File: config.mk
export PLATFORM = sky130hd
export DESIGN_NAME = gpp_top
export DESIGN_NICKNAME = d
export VERILOG_FILES = /design/src/rtl/gpp_pkg.sv /design/src/rtl/gpp_reg_if.sv /design/src/rtl/gpp_top.sv /design/src/rtl/gpp_wb_slave.sv /design/src/rtl/gpp_port.sv
export SDC_FILE = /design/constraint.sdc
export NUM_CORES = 1
export LEC_CHECK = 0
export ABC_CLOCK_PERIOD_IN_PS = 2000
export BUFFER_PORTS_ARGS = -buffer_cell sky130_fd_sc_hd__buf_2
export CORE_MARGIN = 2
export CORE_UTILIZATION = 45
export CTS_BUF_LIST = sky130_fd_sc_hd__clkbuf_2 sky130_fd_sc_hd__clkbuf_4 sky130_fd_sc_hd__clkbuf_8
export CTS_CLUSTER_DIAMETER = 120
export DETAILED_ROUTE_END_ITERATION = 6
export PLACE_DENSITY_LB_ADDON = 0.1
export SETUP_SLACK_MARGIN = 0.4
export SLEW_MARGIN = 15
export SYNTH_ARGS = -nofsm -noshare
export SYNTH_HDL_FRONTEND = slang
export SYNTH_SLANG_ARGS = --single-unit
File: constraint.sdc
create_clock -name clk_sys -period 2 [get_ports clk_sys]
set_clock_uncertainty 0.1 [all_clocks]
set_input_delay 0.1 -clock clk_sys [delete_from_list [all_inputs] [get_ports clk_sys]]
set_output_delay 0.1 -clock clk_sys [all_outputs]
set_load 0.05 [all_outputs]
File: src/rtl/gpp_pkg.sv
// constants shared by the port d/e/f sharing logic
package gpp_pkg;
  localparam int          D_W          = 8;     // port d pins
  localparam int          E_W          = 8;     // port e pins
  localparam int          F_W          = 7;     // port f pins
  localparam int          IDX_W        = 6;     // register index width
  // register indices, byte address is four times the index
  localparam logic [5:0]  IDX_DATA_D   = 6'h03;
  localparam logic [5:0]  IDX_DATA_E   = 6'h08;
  localparam logic [5:0]  IDX_DATA_F   = 6'h09;
  localparam logic [5:0]  IDX_DIR_D    = 6'h10;
  localparam logic [5:0]  IDX_DIR_E    = 6'h11;
  localparam logic [5:0]  IDX_DIR_F    = 6'h12;
  localparam logic [5:0]  IDX_SHARE    = 6'h14;
  localparam logic [5:0]  IDX_ELS_A    = 6'h15;
  localparam logic [5:0]  IDX_ELS_B    = 6'h16;
  // share control field positions
  localparam int          SH_PSA_LSB   = 0;     // timer a prescaler select [2:0]
  localparam int          SH_PSB_LSB   = 3;     // timer b prescaler select [5:3]
  localparam int          SH_SPE       = 8;
  localparam int          SH_MSTR      = 9;
  localparam int          SH_MODF      = 10;
  localparam int          SH_SCI       = 11;
  localparam logic [2:0]  PS_EXT_CLK   = 3'h7;  // prescaler code picking the pin clock
  localparam logic [1:0]  ELS_OFF      = 2'h0;  // channel released to the port
  // pin positions of shared functions
  localparam int          D_TA_CLK     = 6;
  localparam int          D_TB_CLK     = 4;
  localparam int          E_SCK        = 7;
  localparam int          E_MOSI       = 6;
  localparam int          E_MISO       = 5;
  localparam int          E_SS         = 4;
  localparam int          E_TACH1      = 3;
  localparam int          E_TACH0      = 2;
  localparam int          E_RXD        = 1;
  localparam int          E_TXD        = 0;
  localparam int          F_TACH3      = 1;
  localparam int          F_TACH2      = 0;
  localparam int          F_TBCH1      = 5;
  localparam int          F_TBCH0      = 4;
endpackage : gpp_pkg

File: src/rtl/gpp_reg_if.sv
// register access carrier between bus slave and port core
`timescale 1ns/1ps
interface gpp_reg_if;
  logic        wr_en;   // one-cycle write strobe
  logic [5:0]  idx;     // register index
  logic [31:0] wdata;   // write word, share control bits in 11:8 and 5:0
  logic [31:0] rdata;   // read word for idx
  modport slave (output wr_en, output idx, output wdata, input rdata);
  modport core  (input wr_en, input idx, input wdata, output rdata);
endinterface : gpp_reg_if

File: src/rtl/gpp_top.sv
// ports d, e and f with peripheral pin sharing behind wishbone
// Summary of operation
// - direction one drives pin, zero floats it
// - reset clears port d direction
// - reset clears port e direction
// - port d read: latch if output, else pin
// - port e read: latch if output, else pin
// - data latches writable at any time
// - input pin write only changes the latch
// - d6 timer a clock, d4 timer b clock
// - selected clock pin ignores its direction bit
// - e7..e5 spi pins while spi enabled
// - e4 slave select unless spi off/master nofault
// - spi slave ignores slave select direction
// - owned e pins: direction only picks readback
// - e3/e2 timer a channels when selected
// - e1 sci receive, e0 sci transmit
// - f1/f0 timer a ch3/2, f5/f4 timer b
// - owned f pins: direction only picks readback
// - f latch kept over reset, f seven pins
// - port f read: latch if output, else pin
// - reset clears port f direction
`timescale 1ns/1ps
module gpp_top
  import gpp_pkg::*;
(
  input  wire logic           clk_sys,              // system clock
  input  wire logic           sys_rst,              // synchronous reset
  // wishbone slave
  input  wire logic           wb_cyc_i,
  input  wire logic           wb_stb_i,
  input  wire logic           wb_we_i,
  input  wire logic [7:0]     wb_adr_i,
  input  wire logic [31:0]    wb_dat_i,
  input  wire logic [3:0]     wb_sel_i,
  output logic                wb_ack_o,
  output logic [31:0]         wb_dat_o,
  // pads
  input  wire logic [D_W-1:0] pin_d_in,
  output logic      [D_W-1:0] pin_d_out,
  output logic      [D_W-1:0] pin_d_oe,
  input  wire logic [E_W-1:0] pin_e_in,
  output logic      [E_W-1:0] pin_e_out,
  output logic      [E_W-1:0] pin_e_oe,
  input  wire logic [F_W-1:0] pin_f_in,
  output logic      [F_W-1:0] pin_f_out,
  output logic      [F_W-1:0] pin_f_oe,
  // sharing controls to peripherals
  output logic      [2:0]     prescaler_select_a,
  output logic      [2:0]     prescaler_select_b,
  output logic                spi_enable_bit,
  output logic                spi_master_bit,
  output logic                mode_fault_enable,
  output logic                sci_enable_bit,
  output logic      [7:0]     edge_level_select_a,
  output logic      [3:0]     edge_level_select_b,
  // timer side
  output logic                timer_a_ext_clock,
  output logic                timer_b_ext_clock,
  input  wire logic [3:0]     timer_a_ch_out,
  input  wire logic [3:0]     timer_a_ch_oe,
  output logic      [3:0]     timer_a_channel_pin,
  input  wire logic [1:0]     timer_b_ch_out,
  input  wire logic [1:0]     timer_b_ch_oe,
  output logic      [1:0]     timer_b_channel_pin,
  // spi side
  input  wire logic           spi_sck_out,
  input  wire logic           spi_mosi_out,
  input  wire logic           spi_miso_out,
  output logic                spi_serial_clock_pin,
  output logic                spi_mosi_pin,
  output logic                spi_miso_pin,
  output logic                spi_ss_n_pin,
  // sci side
  input  wire logic           sci_txd,
  output logic                sci_rxd_pin
);

  gpp_reg_if rb ();                       // bus to core carrier

  logic [D_W-1:0] d_dir;                  // direction d
  logic [E_W-1:0] e_dir;                  // direction e
  logic [F_W-1:0] f_dir;                  // direction f
  logic [D_W-1:0] d_sync;                 // synced pins d
  logic [E_W-1:0] e_sync;                 // synced pins e
  logic [F_W-1:0] f_sync;                 // synced pins f
  logic [D_W-1:0] d_rd;                   // readback d
  logic [E_W-1:0] e_rd;                   // readback e
  logic [F_W-1:0] f_rd;                   // readback f
  logic [D_W-1:0] d_own;                  // peripheral-owned d pins
  logic [D_W-1:0] d_poe;                  // peripheral enables d
  logic [D_W-1:0] d_pout;                 // peripheral data d
  logic [E_W-1:0] e_own;                  // peripheral-owned e pins
  logic [E_W-1:0] e_poe;                  // peripheral enables e
  logic [E_W-1:0] e_pout;                 // peripheral data e
  logic [F_W-1:0] f_own;                  // peripheral-owned f pins
  logic [F_W-1:0] f_poe;                  // peripheral enables f
  logic [F_W-1:0] f_pout;                 // peripheral data f
  logic [3:0]     ta_on;                  // timer a channel active
  logic [1:0]     tb_on;                  // timer b channel active
  logic           ss_used;                // slave select owned by spi
  logic           wr_d_lat;               // write strobes
  logic           wr_e_lat;
  logic           wr_f_lat;
  logic           wr_d_dir;
  logic           wr_e_dir;
  logic           wr_f_dir;

  // bus slave
  gpp_wb_slave u_bus (
    .clk_sys  (clk_sys),
    .sys_rst  (sys_rst),
    .wb_cyc_i (wb_cyc_i),
    .wb_stb_i (wb_stb_i),
    .wb_we_i  (wb_we_i),
    .wb_adr_i (wb_adr_i),
    .wb_dat_i (wb_dat_i),
    .wb_sel_i (wb_sel_i),
    .wb_ack_o (wb_ack_o),
    .wb_dat_o (wb_dat_o),
    .rb       (rb.slave)
  );

  // write decode, latches take writes whatever the direction
  assign wr_d_lat = rb.wr_en & (rb.idx == IDX_DATA_D);
  assign wr_e_lat = rb.wr_en & (rb.idx == IDX_DATA_E);
  assign wr_f_lat = rb.wr_en & (rb.idx == IDX_DATA_F);
  assign wr_d_dir = rb.wr_en & (rb.idx == IDX_DIR_D);
  assign wr_e_dir = rb.wr_en & (rb.idx == IDX_DIR_E);
  assign wr_f_dir = rb.wr_en & (rb.idx == IDX_DIR_F);

  // sharing control register
  always_ff @(posedge clk_sys) begin
    if (sys_rst) begin
      prescaler_select_a <= 3'h0;
      prescaler_select_b <= 3'h0;
      spi_enable_bit     <= 1'b0;
      spi_master_bit     <= 1'b0;
      mode_fault_enable  <= 1'b0;
      sci_enable_bit     <= 1'b0;
    end else if (rb.wr_en & (rb.idx == IDX_SHARE)) begin
      prescaler_select_a <= rb.wdata[SH_PSA_LSB +: 3];
      prescaler_select_b <= rb.wdata[SH_PSB_LSB +: 3];
      spi_enable_bit     <= rb.wdata[SH_SPE];
      spi_master_bit     <= rb.wdata[SH_MSTR];
      mode_fault_enable  <= rb.wdata[SH_MODF];
      sci_enable_bit     <= rb.wdata[SH_SCI];
    end
  end

  // timer a channel selects
  always_ff @(posedge clk_sys) begin
    if (sys_rst) begin
      edge_level_select_a <= 8'h00;
    end else if (rb.wr_en & (rb.idx == IDX_ELS_A)) begin
      edge_level_select_a <= rb.wdata[7:0];
    end
  end

  // timer b channel selects
  always_ff @(posedge clk_sys) begin
    if (sys_rst) begin
      edge_level_select_b <= 4'h0;
    end else if (rb.wr_en & (rb.idx == IDX_ELS_B)) begin
      edge_level_select_b <= rb.wdata[3:0];
    end
  end

  // channel is on when its edge/level field is non-zero
  always_comb begin
    for (int i = 0; i < 4; i++) begin
      ta_on[i] = edge_level_select_a[2*i +: 2] != ELS_OFF;
    end
    for (int j = 0; j < 2; j++) begin
      tb_on[j] = edge_level_select_b[2*j +: 2] != ELS_OFF;
    end
  end

  // port d ownership: clock pins become inputs when picked
  always_comb begin
    d_own = '0;
    d_poe = '0;
    d_pout = '0;
    d_own[D_TA_CLK] = prescaler_select_a == PS_EXT_CLK;
    d_own[D_TB_CLK] = prescaler_select_b == PS_EXT_CLK;
  end

  // slave select owned unless spi off or master without fault check
  assign ss_used = spi_enable_bit & ~(spi_master_bit & ~mode_fault_enable);

  // port e ownership and drive per shared function
  always_comb begin
    e_own = '0;
    e_poe = '0;
    e_pout = '0;
    e_own[E_SCK]   = spi_enable_bit;
    e_poe[E_SCK]   = spi_master_bit;
    e_pout[E_SCK]  = spi_sck_out;
    e_own[E_MOSI]  = spi_enable_bit;
    e_poe[E_MOSI]  = spi_master_bit;
    e_pout[E_MOSI] = spi_mosi_out;
    e_own[E_MISO]  = spi_enable_bit;
    e_poe[E_MISO]  = ~spi_master_bit;
    e_pout[E_MISO] = spi_miso_out;
    e_own[E_SS]    = ss_used;
    e_own[E_TACH1]  = ta_on[1];
    e_poe[E_TACH1]  = timer_a_ch_oe[1];
    e_pout[E_TACH1] = timer_a_ch_out[1];
    e_own[E_TACH0]  = ta_on[0];
    e_poe[E_TACH0]  = timer_a_ch_oe[0];
    e_pout[E_TACH0] = timer_a_ch_out[0];
    e_own[E_RXD]   = sci_enable_bit;
    e_own[E_TXD]   = sci_enable_bit;
    e_poe[E_TXD]   = 1'b1;
    e_pout[E_TXD]  = sci_txd;
  end

  // port f ownership, timer channels only
  always_comb begin
    f_own = '0;
    f_poe = '0;
    f_pout = '0;
    f_own[F_TACH3]  = ta_on[3];
    f_poe[F_TACH3]  = timer_a_ch_oe[3];
    f_pout[F_TACH3] = timer_a_ch_out[3];
    f_own[F_TACH2]  = ta_on[2];
    f_poe[F_TACH2]  = timer_a_ch_oe[2];
    f_pout[F_TACH2] = timer_a_ch_out[2];
    f_own[F_TBCH1]  = tb_on[1];
    f_poe[F_TBCH1]  = timer_b_ch_oe[1];
    f_pout[F_TBCH1] = timer_b_ch_out[1];
    f_own[F_TBCH0]  = tb_on[0];
    f_poe[F_TBCH0]  = timer_b_ch_oe[0];
    f_pout[F_TBCH0] = timer_b_ch_out[0];
  end

  // port d, direction cleared on reset
  gpp_port #(.W(D_W)) u_port_d (
    .clk_sys  (clk_sys),
    .sys_rst  (sys_rst),
    .wr_latch (wr_d_lat),
    .wr_dir   (wr_d_dir),
    .wdata    (rb.wdata[D_W-1:0]),
    .own      (d_own),
    .p_oe     (d_poe),
    .p_out    (d_pout),
    .pin_in   (pin_d_in),
    .dir_q    (d_dir),
    .pin_sync (d_sync),
    .rd_val   (d_rd),
    .pin_out  (pin_d_out),
    .pin_oe   (pin_d_oe)
  );

  // port e, owned pins keep direction for readback only
  gpp_port #(.W(E_W)) u_port_e (
    .clk_sys  (clk_sys),
    .sys_rst  (sys_rst),
    .wr_latch (wr_e_lat),
    .wr_dir   (wr_e_dir),
    .wdata    (rb.wdata[E_W-1:0]),
    .own      (e_own),
    .p_oe     (e_poe),
    .p_out    (e_pout),
    .pin_in   (pin_e_in),
    .dir_q    (e_dir),
    .pin_sync (e_sync),
    .rd_val   (e_rd),
    .pin_out  (pin_e_out),
    .pin_oe   (pin_e_oe)
  );

  // port f, seven pins, latch kept over reset
  gpp_port #(.W(F_W)) u_port_f (
    .clk_sys  (clk_sys),
    .sys_rst  (sys_rst),
    .wr_latch (wr_f_lat),
    .wr_dir   (wr_f_dir),
    .wdata    (rb.wdata[F_W-1:0]),
    .own      (f_own),
    .p_oe     (f_poe),
    .p_out    (f_pout),
    .pin_in   (pin_f_in),
    .dir_q    (f_dir),
    .pin_sync (f_sync),
    .rd_val   (f_rd),
    .pin_out  (pin_f_out),
    .pin_oe   (pin_f_oe)
  );

  // register readback, low byte only except share control bits 11:8, rest zero
  always_comb begin
    rb.rdata = 32'h0000_0000;
    unique case (rb.idx)
      IDX_DATA_D: rb.rdata[D_W-1:0] = d_rd;
      IDX_DATA_E: rb.rdata[E_W-1:0] = e_rd;
      IDX_DATA_F: rb.rdata[F_W-1:0] = f_rd;
      IDX_DIR_D:  rb.rdata[D_W-1:0] = d_dir;
      IDX_DIR_E:  rb.rdata[E_W-1:0] = e_dir;
      IDX_DIR_F:  rb.rdata[F_W-1:0] = f_dir;
      IDX_SHARE: begin
        rb.rdata[SH_PSA_LSB +: 3] = prescaler_select_a;
        rb.rdata[SH_PSB_LSB +: 3] = prescaler_select_b;
        rb.rdata[SH_SPE]  = spi_enable_bit;
        rb.rdata[SH_MSTR] = spi_master_bit;
        rb.rdata[SH_MODF] = mode_fault_enable;
        rb.rdata[SH_SCI]  = sci_enable_bit;
      end
      IDX_ELS_A:  rb.rdata[7:0] = edge_level_select_a;
      IDX_ELS_B:  rb.rdata[3:0] = edge_level_select_b;
      default:    rb.rdata = 32'h0000_0000;            // unmapped reads zero
    endcase
  end

  // synced pin levels handed to the peripherals, one flop past sync
  always_ff @(posedge clk_sys) begin
    if (sys_rst) begin
      timer_a_ext_clock    <= 1'b0;
      timer_b_ext_clock    <= 1'b0;
      timer_a_channel_pin  <= 4'h0;
      timer_b_channel_pin  <= 2'h0;
      spi_serial_clock_pin <= 1'b0;
      spi_mosi_pin         <= 1'b0;
      spi_miso_pin         <= 1'b0;
      spi_ss_n_pin         <= 1'b1;
      sci_rxd_pin          <= 1'b1;
    end else begin
      timer_a_ext_clock    <= d_sync[D_TA_CLK];
      timer_b_ext_clock    <= d_sync[D_TB_CLK];
      timer_a_channel_pin  <= {f_sync[F_TACH3], f_sync[F_TACH2], e_sync[E_TACH1], e_sync[E_TACH0]};
      timer_b_channel_pin  <= {f_sync[F_TBCH1], f_sync[F_TBCH0]};
      spi_serial_clock_pin <= e_sync[E_SCK];
      spi_mosi_pin         <= e_sync[E_MOSI];
      spi_miso_pin         <= e_sync[E_MISO];
      spi_ss_n_pin         <= e_sync[E_SS] | ~ss_used;   // idle high when not owned
      sci_rxd_pin          <= e_sync[E_RXD];
    end
  end

endmodule : gpp_top

File: src/rtl/gpp_wb_slave.sv
// classic wishbone slave, one wait state, registered ack and data
`timescale 1ns/1ps
module gpp_wb_slave
  import gpp_pkg::*;
(
  input  wire logic        clk_sys,
  input  wire logic        sys_rst,
  input  wire logic        wb_cyc_i,
  input  wire logic        wb_stb_i,
  input  wire logic        wb_we_i,
  input  wire logic [7:0]  wb_adr_i,
  input  wire logic [31:0] wb_dat_i,
  input  wire logic [3:0]  wb_sel_i,
  output logic             wb_ack_o,
  output logic [31:0]      wb_dat_o,
  gpp_reg_if.slave         rb
);
  logic req;  // live request not yet answered

  assign req      = wb_cyc_i & wb_stb_i & ~wb_ack_o;
  assign rb.idx   = wb_adr_i[7:2];
  assign rb.wdata = wb_dat_i;
  // write lands at the edge where ack rises
  assign rb.wr_en = req & wb_we_i & wb_sel_i[0];

  // ack for one cycle, dropped the cycle after
  always_ff @(posedge clk_sys) begin
    if (sys_rst) begin
      wb_ack_o <= 1'b0;
    end else begin
      wb_ack_o <= req;
    end
  end

  // read word captured with the ack, unmapped reads zero
  always_ff @(posedge clk_sys) begin
    if (sys_rst) begin
      wb_dat_o <= 32'h0000_0000;
    end else if (req & ~wb_we_i) begin
      wb_dat_o <= rb.rdata;
    end
  end
endmodule : gpp_wb_slave

File: src/rtl/gpp_port.sv
// one gpio port: latch, direction, pin sync, read mux, pad drive
`timescale 1ns/1ps
module gpp_port #(
  parameter int W = 8
) (
  input  wire logic         clk_sys,
  input  wire logic         sys_rst,
  input  wire logic         wr_latch,
  input  wire logic         wr_dir,
  input  wire logic [W-1:0] wdata,
  input  wire logic [W-1:0] own,
  input  wire logic [W-1:0] p_oe,
  input  wire logic [W-1:0] p_out,
  input  wire logic [W-1:0] pin_in,
  output logic      [W-1:0] dir_q,
  output logic      [W-1:0] pin_sync,
  output logic      [W-1:0] rd_val,
  output logic      [W-1:0] pin_out,
  output logic      [W-1:0] pin_oe
);
  logic [W-1:0] latch_reg;  // data latch, kept over reset
  logic [W-1:0] meta_reg;   // first sync stage

  // latch always writable, never touched by reset
  always_ff @(posedge clk_sys) begin
    if (wr_latch) begin
      latch_reg <= wdata;
    end
  end

  // direction cleared by reset
  always_ff @(posedge clk_sys) begin
    if (sys_rst) begin
      dir_q <= '0;
    end else if (wr_dir) begin
      dir_q <= wdata;
    end
  end

  // two-stage pin synchroniser
  always_ff @(posedge clk_sys) begin
    meta_reg <= pin_in;
    pin_sync <= meta_reg;
  end

  // latch where output, pin where input
  assign rd_val = (dir_q & latch_reg) | (~dir_q & pin_sync);

  // pad drive: peripheral owns or direction decides
  always_ff @(posedge clk_sys) begin
    if (sys_rst) begin
      pin_oe  <= '0;
      pin_out <= '0;
    end else begin
      pin_oe  <= (own & p_oe) | (~own & dir_q);
      pin_out <= (own & p_out) | (~own & latch_reg);
    end
  end
endmodule : gpp_port

==> flow_summary.toml <==
[run_status]
outcome = "completed"

[global_route]
grt_util_met3_pct = 6.96
grt_pass1_vias = 4947
grt_pass1_wl_mm = 27.9
use_met1_pct = 31.9
use_met2_pct = 36.3
grt_usage_pct = 23.4
grt_max_degree = 81
antenna_found_initial = 2
grt_remaining_overflow = 0
grt.busiest_layer = "met2"

[yosys]
ys_ff_latch = 186
syn_inst = 592
synth-warning-count = 0
synthArstFlopShare_pct = 0
synth_area_leaders = "dfxtp_1, edfxtp_1, mux2i_1"
yosysTopAreaCellShare_pct = 50.0
yosysSeqAreaShare_pct = 60.6
syn_area_mm2 = 0.00652
synth_cell_types = 62
ys.flop_type = "dfxtp_1"
synth-edff-count = 23
yosys.area.top_type = "dfxtp_1"
avgSynthCellArea_um2 = 11.0

[worst_setup_path]
cpPeakStageDelay_ps = 360
worstPathCellList = "or3_4, buf_12, nor3_4, buf_12, mux2i_1, nor2_1"
crit_type = "reg2reg"
cp.buffers_inverters = 2
critPathSlowestCell = "dfxtp_4"
worst_path_most_repeated_cell = "buf_12"
path_delay_family = "simple AND/OR/NAND/NOR gates"
cp.required_ps = 2240
crit_path_end_kind = "flip-flop"
crit_path_start_kind = "flip-flop"
cp_max_fo = 10
cp_data_arrival_time_ps = 1950

[power]
peakVddDrop_v = 0.000511
power_leakage_nw = 3.66
powerDensity_mw_per_mm2 = 814

[finish]
max_flop_register = "u_bus.wb_dat_o"
stdcell_count = 1028
fin_nets = 918
area_growth_pct = 34.7
drive_above_1_share_pct = 31.1
largest_reg_flops = 12
final_common_cell = "dfxtp_1"
mostFrequentLayoutCells = "dfxtp_1, buf_2, nor2_1, mux2i_1, dlygate4sd3_1"

[route]
routed_wl_mm = 18.0
drt-initial-drc-count = 329
routedWlPerCell_um = 17.5
drc_errors = 0
num_vias = 5238
dr.pass1.iters = 5
avgViaCountPerCell = 5.10
drtAntennaViolNets = 0

[placed_design]
portBuffers = 156
place_congestion = 0.914
dp_hpwl_mm = 12.8
dp.cells = 934

[floorplanning]
initial_core_util_pct = 45.4
fp.dieW_um = 124
die-area_mm2 = 0.0155
fp.dieH_um = 124
core_area_mm2 = 0.0144
rows = 44
ios = 202

[cts]
root_buffer = "clkbuf_8"
clkSlewWorstSetupHoldPaths_ps = 100
cts_made_buffers = 17
clock_path_buffers = 2
clk_latency_ps = 460
cts_sinks = 186
cts_tree = "built"
htreeDepth = 4

[sta]
worst_pin_slew_ps = 515
setup_violations = 0
max_freq_ghz = 0.584
final-max-slew-violation-count = 0
fin_tns_setup_ps = 0
grt_setup_unrepaired = "yes"
fin_crit_sh_pct = 85.6
hold_viol = 0
slew-limit-headroom_pct = 65.6
finalCriticalPeriod_ps = 1710

[run]
cap_violations = 0

[hold_path]
min_path_type = "in2reg"
==> layout make-up <==
class	instances	area [um2]
clock inverter	11	158
inverter	3	11.3
antenna	1	2.50
multi-input combinational	376	2450
timing repair buffer	246	1680
clock buffer	21	289
fill	1225	5580
sequential	186	3960
tap	184	230
==> cells by family after synthesis <==
kind of cell | count (synthesis) | synth area share [%]
AO/OA/AOI/OAI | 95 | 9.46
buffers and inverters | 49 | 4.51
flip-flops | 186 | 60.6
multiplexers | 59 | 9.07
other | 1 | 0.0575
AND/OR/NAND/NOR | 202 | 16.3
==> worst min-delay path: stages <==
cell and delay, ps:
buf_2 100, nor3_1 50, buf_4 190, nor2_1 100, a311oi_1 50
==> Yosys cell counts, drive strengths merged (5+ instances only) <==
cell	n
mux2i	58
nand2b	6
a211oi	5
nand3	7
o21ai	19
edfxtp	23
buf	34
nand2	46
clkbuf	12
nor2	66
dfxtp	163
nor2b	33
a21oi	36
nor3b	5
nor3	13
==> through the flow <==
step	total power, mW	cell area (um2)	hold WS (ps)	utilization (%)	setup WS (ps)
finish	7.15	8790	55.1	61.2	288
detailed placement	4.44	7610	104	53.0	71.6
CTS	7.20	8700	25.4	60.5	297
global route	7.40	8790	64.3	61.2	222
global placement	4.43	7610	102	53.0	77.9
floorplan	4.30	6630	27.7	-	288
==> where the power goes <==
| group | total (mW) | internal [mW] | switching [mW] |
|---|---|---|---|
| sequential | 3.88 | 3.85 | 0.0258 |
| clock | 2.70 | 1.39 | 1.31 |
| combinational | 0.576 | 0.202 | 0.375 |
==> per-layer routing <==
metal,vias up,wire (um)
li1,2496,-
met5,-,13
met1,2502,8200
met3,22,1160
met2,216,8360
met4,2,274
==> final timing paths <==
path	from	to	slack, ps	depth (start not counted)
hold reg to reg	u_port_d.meta_reg[4]$_DFF_P_	u_port_d.pin_sync[4]$_DFF_P_	230	0
hold / removal	wb_we_i	u_bus.wb_dat_o[7]$_SDFFE_PP0P_	60	5
setup reg to reg	u_bus.wb_ack_o$_SDFF_PP0_	u_port_e.dir_q[0]$_SDFFE_PP0P_	290	6
setup / recovery	u_bus.wb_ack_o$_SDFF_PP0_	u_port_e.dir_q[0]$_SDFFE_PP0P_	290	6
==> repair_timing <==
action	4_1_cts	5_1_grt
hold buffers	55	0
endpoints found under the hold margin	112	0
resized for setup	18	16
setup endpoints to repair	59	57
gates cloned	1	0
buffers inserted	1	4
pin swaps	1	3
No activity file was read; power rests on OpenSTA's default activity.
